## src/accel_regs_defs.svh

```systemverilog
// offsets, field positions, reset values and timing counts of the register bank
// assumes a 250 MHz mclk and a byte-wide register access port
`ifndef ACCEL_REGS_DEFS_SVH
`define ACCEL_REGS_DEFS_SVH
// ==========================================================
// register offsets
`define OFS_Y_LO      8'h08
`define OFS_Y_HI      8'h09
`define OFS_Z_LO      8'h0A
`define OFS_Z_HI      8'h0B
`define OFS_CHECK     8'h0C
`define OFS_IDENT     8'h0F
`define OFS_CAUSE     8'h16
`define OFS_DIR       8'h17
`define OFS_SUMMARY   8'h18
`define OFS_RELEASE   8'h1A
`define OFS_MAINCTL   8'h1B
// ==========================================================
// reset and fixed values
`define CHECK_IDLE    8'h55
`define CHECK_ARMED   8'hAA
`define MAINCTL_RST   8'h00
// ==========================================================
// field positions
`define B_OPMODE      7
`define B_PREC        6
`define B_DRIRQ       5
`define B_RANGE_HI    4
`define B_RANGE_LO    3
`define B_MOTION      1
`define B_CAUSE_SAMPLE_READY_FLAG  4
`define B_CAUSE_MOT   1
`define B_SUMMARY     4
`define B_SELFTEST    4
// ==========================================================
// timing
`define CLK_PERIOD_NS 4
`define IRQ_PULSE_NS  30000
`define IRQ_PULSE_CYC ((`IRQ_PULSE_NS + `CLK_PERIOD_NS - 1) / `CLK_PERIOD_NS)
`endif

```

## src/accel_regs_pkg.sv

```systemverilog
// types shared by the register bank and its sample holder
// no assumptions beyond a SystemVerilog package scope
package accel_regs_pkg;
  // ==========================================================
  // main control fields
  typedef struct packed {
    logic       op_mode;
    logic       precision;
    logic       ready_irq_en;
    logic [1:0] range_sel;
    logic       motion_en;
  } main_ctrl_t;

  typedef struct packed {
    logic [13:0] y;
    logic [13:0] z;
  } sample_pair_t;

  typedef enum logic [1:0] {IRQ_IDLE, IRQ_PULSE, IRQ_HELD} irq_state_t;
endpackage

```

## src/sample_hold.sv

```systemverilog
// double-buffered Y/Z sample store with read protection
// assumes busy is high for the whole host read transaction
`timescale 1ns/1ns
module sample_hold (
  input  wire logic                         mclk,
  input  wire logic                         sys_rst,
  input  wire logic                         load,
  input  wire accel_regs_pkg::sample_pair_t sample,
  input  wire logic                         busy,
  output accel_regs_pkg::sample_pair_t      held_r,
  output logic                              fresh_r
);
  // ==========================================================
  // pending slot
  accel_regs_pkg::sample_pair_t pend_r;
  logic                         pend_valid_r;
  logic                         commit;

  // a sample arriving mid-read waits so the host never sees mixed bytes
  assign commit = !busy && (load || pend_valid_r);

  always_ff @(posedge mclk or posedge sys_rst) begin
    if (sys_rst) begin
      pend_r       <= '0;
      pend_valid_r <= 1'b0;
    end else if (load) begin
      pend_r       <= sample;
      pend_valid_r <= busy;
    end else if (commit) begin
      pend_valid_r <= 1'b0;
    end
  end

  always_ff @(posedge mclk or posedge sys_rst) begin
    if (sys_rst) begin
      held_r  <= '0;
      fresh_r <= 1'b0;
    end else begin
      fresh_r <= commit;
      if (commit) begin
        held_r <= load ? sample : pend_r;
      end
    end
  end
endmodule // sample_hold

```

## src/accel_output_interrupt_regs.sv

```systemverilog
// Y/Z outputs, self-test response, identity, interrupt and main control registers
// assumes a byte register port driven by the device's serial target engine
`timescale 1ns/1ns
`include "accel_regs_defs.svh"
module accel_output_interrupt_regs #(
  parameter int         PULSE_CYC  = `IRQ_PULSE_CYC,
  parameter logic [7:0] IDENT_CODE = 8'hA7 // arbitrary value
) (
  input  wire logic                         mclk,
  input  wire logic                         sys_rst,
  input  wire logic [7:0]                   reg_addr,
  input  wire logic                         reg_wr,
  input  wire logic                         reg_rd,
  input  wire logic [7:0]                   reg_wdata,
  input  wire logic                         reg_busy,
  output logic [7:0]                        reg_rdata,
  input  wire logic                         sample_valid,
  input  wire accel_regs_pkg::sample_pair_t sample,
  input  wire logic                         motion_event,
  input  wire logic [5:0]                   motion_dir,
  input  wire logic                         selftest_req,
  input  wire logic                         irq_pulse_select,
  output logic                              selftest_done,
  output logic                              irq_out,
  output accel_regs_pkg::main_ctrl_t        ctrl,
  output logic                              wide_mode
);
  // ==========================================================
  // declarations
  accel_regs_pkg::main_ctrl_t   ctrl_r;
  accel_regs_pkg::sample_pair_t held;
  accel_regs_pkg::irq_state_t   irq_state_r;
  logic        fresh;
  logic        ready_r, motion_r, summary_r, armed_r, req_q_r, done_r;
  logic [5:0]  dir_r;
  logic [7:0]  rdata_r, rd_mux;
  logic [31:0] pulse_cnt_r;
  logic        data_rd, rel_rd, check_rd, ready_set, motion_set;

  // ==========================================================
  // output formatting
  function automatic logic [7:0] fmt_lo(input logic [13:0] s, input logic p,
                                         input logic w);
    if (w)
      fmt_lo = {s[5:0], 2'h0};
    else if (p)
      fmt_lo = {s[5:2], 4'h0};
    else
      fmt_lo = 8'h00;
  endfunction

  function automatic logic [7:0] fmt_hi(input logic [13:0] s);
    fmt_hi = s[13:6];
  endfunction

  // ==========================================================
  // sample store
  sample_hold u_hold (
    .mclk    (mclk),
    .sys_rst (sys_rst),
    .load    (sample_valid && ctrl_r.op_mode),
    .sample  (sample),
    .busy    (reg_busy),
    .held_r  (held),
    .fresh_r (fresh)
  );

  // ==========================================================
  // access decode
  assign data_rd    = reg_rd && reg_addr >= `OFS_Y_LO && reg_addr <= `OFS_Z_HI;
  assign rel_rd     = reg_rd && reg_addr == `OFS_RELEASE;
  assign check_rd   = reg_rd && reg_addr == `OFS_CHECK;
  assign ready_set  = fresh && ctrl_r.ready_irq_en;
  assign motion_set = motion_event && ctrl_r.motion_en && ctrl_r.op_mode;
  // 14-bit only in full power with the top range code
  assign wide_mode  = ctrl_r.op_mode && ctrl_r.precision
                      && ctrl_r.range_sel == 2'b11;

  // ==========================================================
  // main control
  always_ff @(posedge mclk or posedge sys_rst) begin
    if (sys_rst) begin
      ctrl_r <= '0;
    end else if (reg_wr && reg_addr == `OFS_MAINCTL) begin
      // no standby check: ordering is the host's duty
      ctrl_r.op_mode      <= reg_wdata[`B_OPMODE];
      ctrl_r.precision    <= reg_wdata[`B_PREC];
      ctrl_r.ready_irq_en <= reg_wdata[`B_DRIRQ];
      ctrl_r.range_sel    <= {reg_wdata[`B_RANGE_HI], reg_wdata[`B_RANGE_LO]};
      ctrl_r.motion_en    <= reg_wdata[`B_MOTION];
    end
  end
  assign ctrl = ctrl_r;

  // ==========================================================
  // interrupt sources; a set in the clear cycle wins
  always_ff @(posedge mclk or posedge sys_rst) begin
    if (sys_rst) begin
      ready_r <= 1'b0;
    end else if (ready_set) begin
      ready_r <= 1'b1;
    end else if (data_rd || rel_rd) begin
      ready_r <= 1'b0;
    end
  end

  always_ff @(posedge mclk or posedge sys_rst) begin
    if (sys_rst) begin
      motion_r <= 1'b0;
    end else if (motion_set) begin
      motion_r <= 1'b1;
    end else if (rel_rd) begin
      motion_r <= 1'b0;
    end
  end

  always_ff @(posedge mclk or posedge sys_rst) begin
    if (sys_rst) begin
      dir_r <= 6'h00;
    end else if (motion_set) begin
      dir_r <= (rel_rd ? 6'h00 : dir_r) | motion_dir;
    end else if (rel_rd) begin
      dir_r <= 6'h00;
    end
  end

  always_ff @(posedge mclk or posedge sys_rst) begin
    if (sys_rst) begin
      summary_r <= 1'b0;
    end else if (ready_set || motion_set) begin
      summary_r <= 1'b1;
    end else if (data_rd || rel_rd) begin
      summary_r <= 1'b0;
    end
  end

  // ==========================================================
  // communication self-test
  always_ff @(posedge mclk or posedge sys_rst) begin
    if (sys_rst) begin
      req_q_r <= 1'b0;
      armed_r <= 1'b0;
      done_r  <= 1'b0;
    end else begin
      req_q_r <= selftest_req;
      done_r  <= check_rd && armed_r;
      // edge arming keeps a slow-to-clear trigger from re-arming
      if (selftest_req && !req_q_r) begin
        armed_r <= 1'b1;
      end else if (check_rd) begin
        armed_r <= 1'b0;
      end
    end
  end
  assign selftest_done = done_r;

  // ==========================================================
  // interrupt output
  always_ff @(posedge mclk or posedge sys_rst) begin
    if (sys_rst) begin
      irq_state_r <= accel_regs_pkg::IRQ_IDLE;
      pulse_cnt_r <= '0;
    end else begin
      unique case (irq_state_r)
        accel_regs_pkg::IRQ_IDLE: begin
          if (ready_set || motion_set) begin
            irq_state_r <= irq_pulse_select ? accel_regs_pkg::IRQ_PULSE
                                            : accel_regs_pkg::IRQ_HELD;
            pulse_cnt_r <= 32'(PULSE_CYC - 1);
          end
        end
        accel_regs_pkg::IRQ_PULSE: begin
          if (pulse_cnt_r == '0) begin
            irq_state_r <= accel_regs_pkg::IRQ_IDLE;
          end else begin
            pulse_cnt_r <= pulse_cnt_r - 32'd1;
          end
        end
        accel_regs_pkg::IRQ_HELD: begin
          if (rel_rd && !(ready_set || motion_set)) begin
            irq_state_r <= accel_regs_pkg::IRQ_IDLE;
          end
        end
      endcase
    end
  end
  assign irq_out = irq_state_r != accel_regs_pkg::IRQ_IDLE;

  // ==========================================================
  // read data
  always_comb begin
    rd_mux = 8'h00;
    unique case (reg_addr)
      `OFS_Y_LO:    rd_mux = fmt_lo(held.y, ctrl_r.precision, wide_mode);
      `OFS_Y_HI:    rd_mux = fmt_hi(held.y);
      `OFS_Z_LO:    rd_mux = fmt_lo(held.z, ctrl_r.precision, wide_mode);
      `OFS_Z_HI:    rd_mux = fmt_hi(held.z);
      `OFS_CHECK:   rd_mux = armed_r ? `CHECK_ARMED : `CHECK_IDLE;
      `OFS_IDENT:   rd_mux = IDENT_CODE;
      `OFS_CAUSE: begin
        rd_mux[`B_CAUSE_SAMPLE_READY_FLAG] = ready_r;
        rd_mux[`B_CAUSE_MOT]  = motion_r;
      end
      `OFS_DIR:     rd_mux = {2'h0, dir_r};
      `OFS_SUMMARY: rd_mux[`B_SUMMARY] = summary_r;
      `OFS_MAINCTL: begin
        rd_mux[`B_OPMODE]   = ctrl_r.op_mode;
        rd_mux[`B_PREC]     = ctrl_r.precision;
        rd_mux[`B_DRIRQ]    = ctrl_r.ready_irq_en;
        rd_mux[`B_RANGE_HI] = ctrl_r.range_sel[1];
        rd_mux[`B_RANGE_LO] = ctrl_r.range_sel[0];
        rd_mux[`B_MOTION]   = ctrl_r.motion_en;
      end
      default:      rd_mux = 8'h00;
    endcase
  end

  always_ff @(posedge mclk or posedge sys_rst) begin
    if (sys_rst) begin
      rdata_r <= 8'h00;
    end else if (reg_rd) begin
      rdata_r <= rd_mux;
    end
  end
  assign reg_rdata = rdata_r;
endmodule // accel_output_interrupt_regs

```

## config.mk

```make
export PLATFORM = sky130hd
export DESIGN_NAME = accel_output_interrupt_regs
export DESIGN_NICKNAME = d
export VERILOG_FILES = /design/src/accel_regs_pkg.sv /design/src/sample_hold.sv /design/src/accel_output_interrupt_regs.sv
export VERILOG_INCLUDE_DIRS = /design/src
export SDC_FILE = /design/constraint.sdc
export NUM_CORES = 1
export LEC_CHECK = 0
export BUFFER_PORTS_ARGS = -buffer_cell sky130_fd_sc_hd__buf_4
export CAP_MARGIN = 20
export CORE_UTILIZATION = 45
export DETAILED_ROUTE_END_ITERATION = 7
export GPL_TIMING_DRIVEN = 0
export HOLD_SLACK_MARGIN = 0.12
export PLACE_DENSITY_LB_ADDON = 0.1
export SYNTH_ARGS = -nofsm -noshare
export SYNTH_HDL_FRONTEND = slang
export SYNTH_HIERARCHICAL = 1
export SYNTH_SLANG_ARGS = --single-unit
```

## constraint.sdc

```tcl
create_clock -name mclk -period 4 [get_ports mclk]
set_input_delay 0.8 -clock mclk [delete_from_list [all_inputs] [get_ports mclk]]
set_output_delay 0.8 -clock mclk [all_outputs]
set_load 0.01 [all_outputs]
```

==> results of run 1 <==
==> cell families (layout without fill, tap and decap cells) <==
kind of cell | count (synthesis) | count (layout) | share of synthesized area [%]
and+or+nand+nor | 196 | 196 | 17.2
AOI/OAI and AO/OA | 159 | 159 | 20.4
DFF | 118 | 118 | 47.9
buffers and inverters | 54 | 157 | 4.63
muxes | 44 | 44 | 7.88
xor gates and xnor gates | 8 | 8 | 1.14
adders and majority gates | 4 | 4 | 0.812
==> routing by layer <==
layer	vias up	routed length [um]	GRT usage (%)
li1	2423	-	-
met1	2591	8110	36.4
met2	183	7440	36.8
met3	28	949	5.22
met4	0	418	10.3
met5	-	0	0
==> worst max path at each step <==
stage,startpoint,end,depth (start not counted),slack [ps]
5_1_grt,pulse_cnt_r[0]$_DFFE_PP0P_,pulse_cnt_r[5]$_DFFE_PP0P_,8,560
4_1_cts,pulse_cnt_r[15]$_DFFE_PP0P_,irq_state_r[1]$_DFFE_PP0P_,6,710
3_3_place_gp,pulse_cnt_r[15]$_DFFE_PP0P_,irq_state_r[1]$_DFFE_PP0P_,6,730
6_report,pulse_cnt_r[0]$_DFFE_PP0P_,pulse_cnt_r[21]$_DFFE_PP0P_,8,740
2_1_floorplan,reg_addr[4],irq_state_r[1]$_DFFE_PP0P_,6,1190
3_5_place_dp,pulse_cnt_r[15]$_DFFE_PP0P_,irq_state_r[1]$_DFFE_PP0P_,6,740
==> flip-flops by register name, indices dropped and copies added (netlist names), 2 cells and up <==
signal	cells
ctrl	6
dir_r	6
reg_rdata	8
irq_state_r	2
pulse_cnt_r	32
u_hold/pend_r	28
u_hold/held_r	28
==> power groups by stage <==
stage,Clock (mW),Combinational (mW),Sequential (mW)
after floorplan,0,0.513,1.51
after global placement,0,0.679,1.55
after detailed placement,0,0.706,1.57
after CTS,1.48,0.711,1.55
after global routing,1.53,0.790,1.58
final,1.46,0.717,1.55
==> synth_stat cells, drive strengths merged (13+ instances only) <==
master	n	area, um2
o22ai	29	181
dfrtp	118	2950
nor3	24	120
mux2	36	405
nor2	54	203
or4	17	136
buf	21	160
o31ai	14	105
a21oi	32	160
inv	18	67.6
nand2	20	75.1
nand3	13	65.1
clkbuf	15	57.6
or3	16	104
o32ai	24	338
==> area by class of cell <==
type / count / area [um2] / share of cell area, %
clock inverter: 11 / 108 / 1.43
tap: 176 / 220 / 2.93
buffer: 36 / 218 / 2.90
timing repair buffer: 72 / 563 / 7.50
multi-input combinational: 411 / 2930 / 39.0
clock buffer: 20 / 457 / 6.08
inverter: 18 / 67.6 / 0.899
sequential: 118 / 2950 / 39.3
==> stage by stage <==
| stage | util, % | setup WS [ps] | hold slack (ps) | total power [mW] |
|---|---|---|---|---|
| 2_1_floorplan | - | 1190 | 400 | 2.02 |
| 4_1_cts | 56.5 | 710 | 373 | 3.74 |
| 3_3_place_gp | 51.9 | 729 | 414 | 2.23 |
| 6_report | 56.5 | 738 | 371 | 3.73 |
| 5_1_grt | 56.5 | 560 | 394 | 3.90 |
| 3_5_place_dp | 52.2 | 739 | 435 | 2.27 |
==> impl_metrics.env, run 1 <==
export IMPL_p_int_mw=2.64
export IMPL_slowest_delay_ps=820
export IMPL_core_area_mm2=0.0133
export IMPL_required_ps=4330
export IMPL_outcome="complete, no violations"
export IMPL_overflow=0
export IMPL_nFillCells=1164
export IMPL_r2r_setup_slack_ps=740
export IMPL_dr_pass1_iters=5
export IMPL_relSlewSlack_pct=32.2
export IMPL_pwr_density_cell_mw_per_mm2=496
export IMPL_gp_congestion=0.860
export IMPL_dpl_cell_count=830
export IMPL_clkLatencyLatePin_ps=410
export IMPL_clock_skew_ps=8.18
export IMPL_cpMaxStageDelayCell="nor4b_1"
export IMPL_cp_max_fo=10
export IMPL_ys_flop_type="dfrtp_1"
export IMPL_postSynthCellCount=583
export IMPL_finalSetupViolations=0
export IMPL_combPwrFrac_pct=19.2
export IMPL_ctsHoldBuffers=0
export IMPL_htreeDepth=4
export IMPL_die_height_um=119
export IMPL_grt_usage_pct=25.2
export IMPL_yosysUniqueCellTypes=63
export IMPL_cts_resized=0
export IMPL_reg2reg_depth=8
export IMPL_timing_fmax_mhz=307
export IMPL_netlist_area_mm2=0.00616
export IMPL_async_flop_share_pct=100
export IMPL_p_leak_nw=3.19
export IMPL_die_w_um=119
export IMPL_drc_errors=0
export IMPL_grt_setup_unrepaired="false"
export IMPL_hold_path_class="in -> async"
export IMPL_drive_above_1_share_pct=28.7
export IMPL_wl_per_cell_um=19.6
export IMPL_cts_root_buffer="clkbuf_16"
export IMPL_vias=5225
export IMPL_seq_power_share_pct=41.7
export IMPL_swShare_pct=29.2
export IMPL_synth_seq_cells=118
export IMPL_fin_area_mm2=0.00751
export IMPL_antenna_found_initial=0
export IMPL_numCtsBuffers=17
export IMPL_hold_viol_final=0
export IMPL_layout_commonest_cell="dfrtp_1"
export IMPL_endpoint_kind="flop"
export IMPL_rows=42
export IMPL_wirelength_um=16900
export IMPL_cp_start_kind="flop"
export IMPL_switchingPower_mw=1.09
export IMPL_ant_nets=0
export IMPL_cts_tree="done"
export IMPL_dp_hpwl_um=12400
export IMPL_critical_path_class="reg -> reg"
export IMPL_port_buffers=69
export IMPL_rr_startpoint="pulse_cnt_r[0]$_DFFE_PP0P_"
export IMPL_place_area_mm2=0.00694
export IMPL_ys_warn_count=6
export IMPL_pin_count=76
export IMPL_grt_max_degree=44
export IMPL_fin_crit_ps=3260
export IMPL_ys_seq_area_share_pct=47.9
export IMPL_worst_path_buf_inv=2
export IMPL_syn_avg_cell_area_um2=10.6
export IMPL_via_per_inst=6.06
export IMPL_start_util_pct=46.4
export IMPL_n_antenna_cell=0
export IMPL_stdcell_count=862
export IMPL_period_share_pct=81.6
export IMPL_layout_common_cells="118 x dfrtp_1, 75 x buf_4, 54 x nor2_1, 36 x mux2_2, 32 x a21oi_1"
export IMPL_grt_pass1_vias=5079
export IMPL_slew_violations=0
export IMPL_pwr_share_clk_pct=39.1
export IMPL_r2r_end="pulse_cnt_r[21]$_DFFE_PP0P_"
export IMPL_dr_first_iter_drc_count=428
export IMPL_cp_top_family="simple AND/OR/NAND/NOR gates"
export IMPL_die_area_mm2=0.0142
export IMPL_postCtsSetupRepairBufs=0
export IMPL_cts_sinks=118
export IMPL_syn_num_nets=646
export IMPL_setup_tns_ps=0
export IMPL_synthToLayoutAreaGrowth_pct=21.9
export IMPL_arrival_ps=3590
export IMPL_nNetsFinal=737
export IMPL_drv_cap=0
export IMPL_grt_pass1_wl_um=27300
export IMPL_cp_cell_sequence="inv_1, ha_1, nor4b_1, nand3_1, o31ai_1, buf_2, o21ai_0, a21oi_1"
export IMPL_tightest_slew_ps=1000
export IMPL_clk_path_buf_depth=2
export IMPL_peakVddDrop_uv=288
export IMPL_synth_edff_count=0
export IMPL_clk_pin_slew_ps=50
No activity file was read; power rests on OpenSTA's default activity.
==> run 2, diff against run 1 <==
--- a/config.mk
+++ b/config.mk
@@ -6,6 +6,7 @@
 export SDC_FILE = /design/constraint.sdc
 export NUM_CORES = 1
 export LEC_CHECK = 0
+export ABC_AREA = 1
 export BUFFER_PORTS_ARGS = -buffer_cell sky130_fd_sc_hd__buf_4
 export CAP_MARGIN = 20
 export CORE_UTILIZATION = 45
==> constraint.sdc (replaced) <==
create_clock -name mclk -period 2.68 [get_ports mclk]
set_input_delay 0.536 -clock mclk [delete_from_list [all_inputs] [get_ports mclk]]
set_output_delay 0.536 -clock mclk [all_outputs]
set_load 0.01 [all_outputs]
==> run 2 against run 1 <==
  * Sequential share of layout area decreased by 0.29 points
  * Largest cell class unchanged
  * Clock power increased by 75%
  * Non-clock buffer count decreased by 11
  * Core utilization increased by 0.64 points
  * First-iteration DRC count increased by 1.9%
  * Routed wire length decreased by 4.8%
  * Clock skew increased by 1.1 ps
  * Worst setup slack got worse by 130 ps
  * Area after synthesis decreased by 1.1%
  * Critical path depth decreased by 5
==> impl_metrics.env, run 2 <==
export IMPL_grt_setup_unrepaired="false"
export IMPL_layout_commonest_cell="nand2_1"
export IMPL_synth_edff_count=0
export IMPL_drc_errors=0
export IMPL_outcome="complete, no violations"
export IMPL_dp_hpwl_um=12000
export IMPL_clock_skew_ps=9.26
export IMPL_syn_num_nets=899
export IMPL_dr_pass1_iters=7
export IMPL_antenna_found_initial=0
export IMPL_top_register="pulse_cnt_r"
export IMPL_multi_input_area_mm2=0.00276
export IMPL_yosysUniqueCellTypes=31
export IMPL_die_w_um=118
export IMPL_yosysTopAreaCell="dfrtp_1"
export IMPL_synthToLayoutAreaGrowth_pct=24.1
export IMPL_postCtsSetupRepairBufs=0
export IMPL_postSynthCellCount=836
export IMPL_core_area_mm2=0.0132
export IMPL_grt_pass1_wl_um=27300
export IMPL_slew_violations=0
export IMPL_cp_max_fo=6
export IMPL_cp_top_family="flip-flops"
export IMPL_timing_fmax_mhz=482
export IMPL_wl_per_cell_um=14.4
export IMPL_start_util_pct=46.0
export IMPL_hold_path_class="in -> reg"
export IMPL_place_area_mm2=0.00690
export IMPL_cpMaxStageDelayCell="dfrtp_1"
export IMPL_overflow=0
export IMPL_n_antenna_cell=0
export IMPL_tightest_slew_ps=638
export IMPL_synthTopCellsByArea="dfrtp_1 48%, nand2_1 24%, nor2_1 6.5%"
export IMPL_endpoint_kind="output port"
export IMPL_cts_resized=0
export IMPL_cts_tree="done"
export IMPL_dr_first_iter_drc_count=436
export IMPL_reg_top3="pulse_cnt_r (32), u_hold/held_r (28), u_hold/pend_r (28)"
export IMPL_period_share_pct=77.4
export IMPL_grt_max_degree=44
export IMPL_fin_crit_ps=2070
export IMPL_ys_warn_count=6
export IMPL_wirelength_um=16100
export IMPL_yosys_area_top_type_share_pct=48.4
export IMPL_grt_pass1_vias=5407
export IMPL_gp_congestion=0.910
export IMPL_pin_count=76
export IMPL_postLayoutCoreUtil_pct=57.1
export IMPL_ys_seq_area_share_pct=48.4
export IMPL_critical_path_class="reg -> out"
export IMPL_regArea_mm2=0.00295
export IMPL_worst_path_buf_inv=1
export IMPL_vias=5636
export IMPL_async_flop_share_pct=100
export IMPL_cp_start_kind="flop"
export IMPL_finalSetupViolations=0
export IMPL_nNetsFinal=993
export IMPL_synth_seq_cells=118
export IMPL_ant_nets=0
export IMPL_cts_sinks=118
export IMPL_p_leak_nw=4.17
export IMPL_clk_pin_slew_ps=60
export IMPL_port_buffers=72
export IMPL_syn_avg_cell_area_um2=7.29
export IMPL_netlist_top_cells_count="382 x nand2_1, 118 x dfrtp_1, 105 x nor2_1"
export IMPL_pwr_density_cell_mw_per_mm2=838
export IMPL_peakVddDrop_uv=470
export IMPL_hold_viol_final=0
export IMPL_yosysMostFrequentCell="nand2_1"
export IMPL_die_height_um=118
export IMPL_clk_path_buf_depth=2
export IMPL_drv_cap=0
export IMPL_layout_common_cells="382 x nand2_1, 118 x dfrtp_1, 105 x nor2_1, 77 x buf_4, 55 x inv_1"
export IMPL_required_ps=2140
export IMPL_relSlewSlack_pct=57.3
export IMPL_drive_above_1_share_pct=15.1
export IMPL_grt_usage_pct=25.0
export IMPL_fin_area_mm2=0.00757
export IMPL_die_area_mm2=0.0140
export IMPL_largest_reg_flops=32
export IMPL_clkLatencyLatePin_ps=420
export IMPL_netlist_area_mm2=0.00610
export IMPL_via_per_inst=5.04
export IMPL_cts_root_buffer="clkbuf_16"
export IMPL_numCtsBuffers=17
export IMPL_ys_flop_type="dfrtp_1"
export IMPL_slowest_delay_ps=470
export IMPL_rows=42
export IMPL_arrival_ps=1540
export IMPL_cp_cell_sequence="nand2_1, nor2_1, buf_4"
export IMPL_htreeDepth=4
export IMPL_nFillCells=1255
-- run 2: changes by cell type after synthesis, sizes merged, moves of 16 or more --
cell	previous run	this run
or4	17	0
nor2	54	111
o21ai	10	39
or3	16	0
o32ai	24	0
inv	18	59
a21oi	32	1
o22ai	29	1
nand2	20	383
nand3	13	52
nor3	24	3
mux2	36	6
-- run 2: layout make-up --
class                           count  share of cell area, %
Buffer                             22                   2.12
Clock inverter                     14                   2.93
Sequential cell                   118                   39.0
Multi-Input combinational cell    636                   36.4
Clock buffer                       18                   5.80
Timing Repair Buffer               75                   7.80
Inverter                           60                   2.98
Tap cell                          176                   2.91
-- run 2: cells by family (layout without fill, tap and decap cells) --
family | after synthesis | after routing | share of synthesized area [%]
mux | 6 | 6 | 1.11
flops | 118 | 118 | 48.4
buf+inv | 82 | 189 | 6.32
compound gates | 47 | 47 | 4.19
simple gates | 566 | 566 | 37.3
fa+ha+maj | 4 | 4 | 0.821
xor+xnor | 13 | 13 | 1.87
-- run 2: metrics by stage --
| step | instances | setup TNS [ps] | total power [mW] | hold WS (ps) | setup slack, ps |
|---|---|---|---|---|---|
| 2_1_floorplan | 836 | 0 | 3.32 | 410 | 659 |
| 4_1_cts | 1119 | 0 | 6.39 | 220 | 584 |
| 3_5_place_dp | 1086 | 0 | 3.81 | 439 | 587 |
| 6_report | 1119 | 0 | 6.34 | 238 | 606 |
| 5_1_grt | 1119 | 0 | 6.72 | 223 | 413 |
| 3_3_place_gp | 1084 | -11090 | 3.75 | 416 | -192 |
-- run 2: power by group --
group / switching (mW) / leakage, nW / total, mW / internal [mW]
Combinational: 1.00 / 2.27 / 1.53 / 0.525
Sequential: 0.191 / 1.58 / 2.26 / 2.07
Clock: 0.872 / 0.325 / 2.56 / 1.68
-- run 2: path summary, 6_finish.rpt --
check,start,end,slack (ps),depth (start not counted)
setup reg to reg,pulse_cnt_r[0]$_DFFE_PP0P_,pulse_cnt_r[25]$_DFFE_PP0P_,630,10
hold reg to reg,req_q_r$_DFF_PP0_,armed_r$_DFFE_PP0P_,440,1
hold / removal,selftest_req,req_q_r$_DFF_PP0_,240,1
min in group asynchronous,sys_rst,u_hold/held_r[8]$_DFFE_PP0P_,680,3
max in group asynchronous,sys_rst,ctrl[5]$_DFFE_PP0P_,1390,4
setup / recovery,ctrl[5]$_DFFE_PP0P_,wide_mode,610,3
-- run 2: timing repair --
| item | CTS | global route |
|---|---|---|
| endpoints found under the setup margin | 0 | 0 |
| hold endpoints to repair | 15 | 0 |
| hold buffers | 1 | 0 |
-- run 2: routing by layer --
layer | track usage, % | up-vias | routed length, um
li1 | - | 2806 | -
met2 | 38.1 | 164 | 7290
met3 | 6.08 | 9 | 1000
met5 | 0 | - | 0
met1 | 35.7 | 2657 | 7690
met4 | 6.72 | 0 | 124
==> run 3, diff against run 2 <==
==> constraint.sdc (replaced) <==
create_clock -name mclk -period 1.7 [get_ports mclk]
set_input_delay 0.34 -clock mclk [delete_from_list [all_inputs] [get_ports mclk]]
set_output_delay 0.34 -clock mclk [all_outputs]
set_load 0.01 [all_outputs]
==> run 3 against run 2 <==
  * The flow now finishes with violations (setup timing)
  * First-iteration DRC count is 14% lower
  * Critical path depth grew 8
  * Combinational power is 120% higher
  * Sequential cell count unchanged
  * Clock-buffer cell count unchanged
  * Non-clock buffer count rose by 38
  * Sequential power grew 59%
  * Cell count is 3.4% higher
  * Critical path type is now reg -> reg
  * Largest cell class is now multi-input gates
==> impl_metrics.env, run 3 (same netlist as run 2, synthesis figures left out) <==
export IMPL_hold_depth=3
export IMPL_rows=42
export IMPL_required_ps=2040
export IMPL_reg2reg_depth=11
export IMPL_finalSetupViolations=13
export IMPL_dr_first_iter_drc_count=374
export IMPL_r2r_end="pulse_cnt_r[10]$_DFFE_PP0P_"
export IMPL_grt_pass1_wl_um=27800
export IMPL_start_util_pct=46.0
export IMPL_dr_pass1_iters=5
export IMPL_dp_hpwl_um=12000
export IMPL_cp_top_family="simple AND/OR/NAND/NOR gates"
export IMPL_critical_path_class="reg -> reg"
export IMPL_critPathLaunch="pulse_cnt_r[6]$_DFFE_PP0P_"
export IMPL_top_layer="met4"
export IMPL_layout_commonest_cell="nand2_1"
export IMPL_timing_fmax_mhz=579
export IMPL_cp_max_fo=10
export IMPL_pin_count=76
export IMPL_wl_met2_um=7650
export IMPL_vias=5832
export IMPL_antenna_found_initial=0
export IMPL_stdcell_count=1157
export IMPL_drv_cap=0
export IMPL_grt_setup_unrepaired="true"
export IMPL_regArea_mm2=0.00296
export IMPL_worstHoldStart="sample[1]"
export IMPL_clkLatencyLatePin_ps=420
export IMPL_ant_nets=0
export IMPL_tightest_slew_ps=743
export IMPL_peakVddDrop_uv=807
export IMPL_place_area_mm2=0.00690
export IMPL_failed_checks="setup timing"
export IMPL_hold_path_class="in -> reg"
export IMPL_p_leak_nw=4.40
export IMPL_multi_input_area_mm2=0.00299
export IMPL_gp_congestion=0.915
export IMPL_port_buffers=72
export IMPL_clk_path_buf_depth=2
export IMPL_hold_ws_ps=137
export IMPL_die_w_um=118
export IMPL_relSlewSlack_pct=50.4
export IMPL_core_area_mm2=0.0132
export IMPL_cpMaxStageDelayCell="dfrtp_2"
export IMPL_via_per_inst=5.04
export IMPL_nNetsFinal=1031
export IMPL_worst_path_buf_inv=2
export IMPL_fin_area_mm2=0.00811
export IMPL_cp_cell_sequence="nor2_2, nand2_2, nor2_4, nand2_2, nor2_4, nand2_2, nand3_4, buf_12, buf_8, nand2_1, o21ai_1"
export IMPL_cts_root_buffer="clkbuf_16"
export IMPL_synthToLayoutAreaGrowth_pct=33.1
export IMPL_die_height_um=118
export IMPL_hold_viol_final=0
export IMPL_met1_length_um=7980
export IMPL_overflow=0
export IMPL_dpl_cell_count=1086
export IMPL_drc_errors=0
export IMPL_period_share_pct=102
export IMPL_pwr_density_cell_mw_per_mm2=1290
export IMPL_r2r_setup_slack_ps=-30
export IMPL_cts_sinks=118
export IMPL_reg_top3="pulse_cnt_r (32), u_hold/held_r (28), u_hold/pend_r (28)"
export IMPL_nFillCells=1226
export IMPL_htreeDepth=4
export IMPL_cp_start_kind="flop"
export IMPL_clock_skew_ps=7.64
export IMPL_outcome="finished with violations"
export IMPL_wirelength_um=17000
export IMPL_fin_crit_ps=1730
export IMPL_rr_startpoint="pulse_cnt_r[6]$_DFFE_PP0P_"
export IMPL_total_power_mw=10.4
export IMPL_grt_usage_pct=25.6
export IMPL_die_area_mm2=0.0140
export IMPL_drive_above_1_share_pct=25.5
export IMPL_cts_tree="done"
export IMPL_slowest_delay_ps=450
export IMPL_top_register="pulse_cnt_r"
export IMPL_setup_ws_ps=-27.2
export IMPL_grt_pass1_vias=5613
export IMPL_clk_pin_slew_ps=60
export IMPL_crit_top_cell="nand2_2"
export IMPL_slew_violations=0
export IMPL_arrival_ps=2070
export IMPL_grt_max_degree=36
export IMPL_whs_endpoint="u_hold/pend_r[1]$_DFF_PP0_"
export IMPL_numCtsBuffers=17
export IMPL_wl_met3_um=1000
export IMPL_largest_reg_flops=32
export IMPL_endpoint_kind="flop"
export IMPL_n_antenna_cell=0
export IMPL_layout_common_cells="360 x nand2_1, 109 x buf_4, 109 x dfrtp_1, 78 x nor2_1, 52 x inv_1"
export IMPL_wl_per_cell_um=14.7
-- run 3: cell types whose count changed in the layout (fill, tap and decap cells not counted), moves of 9 or more --
cell and delta:
o21ai_0 -9, nand2_1 -22, nor2_4 +12, dfrtp_2 +9, nor2_1 -27, nor2_2 +15, nand2_2 +19, buf_4 +32
dfrtp_1 -9
-- run 3: final cells by class --
cell class	count	share of cell area [%]
Clock inverter	14	1.71
Buffer	22	2.19
Sequential cell	118	36.5
Inverter	60	2.88
Multi-Input combinational cell	636	36.9
Clock buffer	18	5.41
Tap cell	176	2.71
Timing Repair Buffer	113	11.7
-- run 3: how the worst max path moves through the flow --
stage | to | slack (ps) | depth (start not counted)
after detailed placement | pulse_cnt_r[13]$_DFFE_PP0P_ | -360 | 10
after global routing | pulse_cnt_r[10]$_DFFE_PP0P_ | -120 | 11
after floorplan | pulse_cnt_r[18]$_DFFE_PP0P_ | 30 | 10
after CTS | pulse_cnt_r[13]$_DFFE_PP0P_ | -20 | 11
after global placement | pulse_cnt_r[13]$_DFFE_PP0P_ | -320 | 10
final | pulse_cnt_r[10]$_DFFE_PP0P_ | -30 | 11
-- run 3: repair_timing --
action                     4_1_cts  5_1_grt
resized for setup               36       67
hold buffers                     2        0
setup buffers                   27        9
cloned                           0        3
hold endpoints to repair        55        0
pin swaps                       10       15
setup endpoints to repair       35       35
-- run 3: metal layers --
layer	global-route usage, %	vias to the layer above
li1	-	2882
met1	35.3	2738
met2	38.9	178
met3	6.23	34
met4	9.65	0
met5	0	-
-- run 3: worst register-to-register path, cell delays in order, from the launching register on --
cell,delay [ps]
dfrtp_2,450
nor2_2,160
nand2_2,90
nor2_4,150
nand2_2,100
nor2_4,80
nand2_2,60
nand3_4,130
buf_12,150
buf_8,140
nand2_1,50
o21ai_1,80
-- run 3: stage by stage --
stage / utilization [%] / setup TNS (ps) / setup slack [ps]
finish: 61.3 / -168 / -27.2
global route: 61.3 / -3060 / -123
CTS: 59.1 / -36.7 / -15.7
detailed placement: 52.1 / -11370 / -362
global placement: 51.8 / -9660 / -323
floorplan: - / 0 / 33.9
-- run 3: power breakdown --
group          switching (mW)  internal (mW)  total [mW]
logic                    1.94           1.40        3.34
clock network            1.42           2.08        3.50
registers               0.327           3.27        3.59
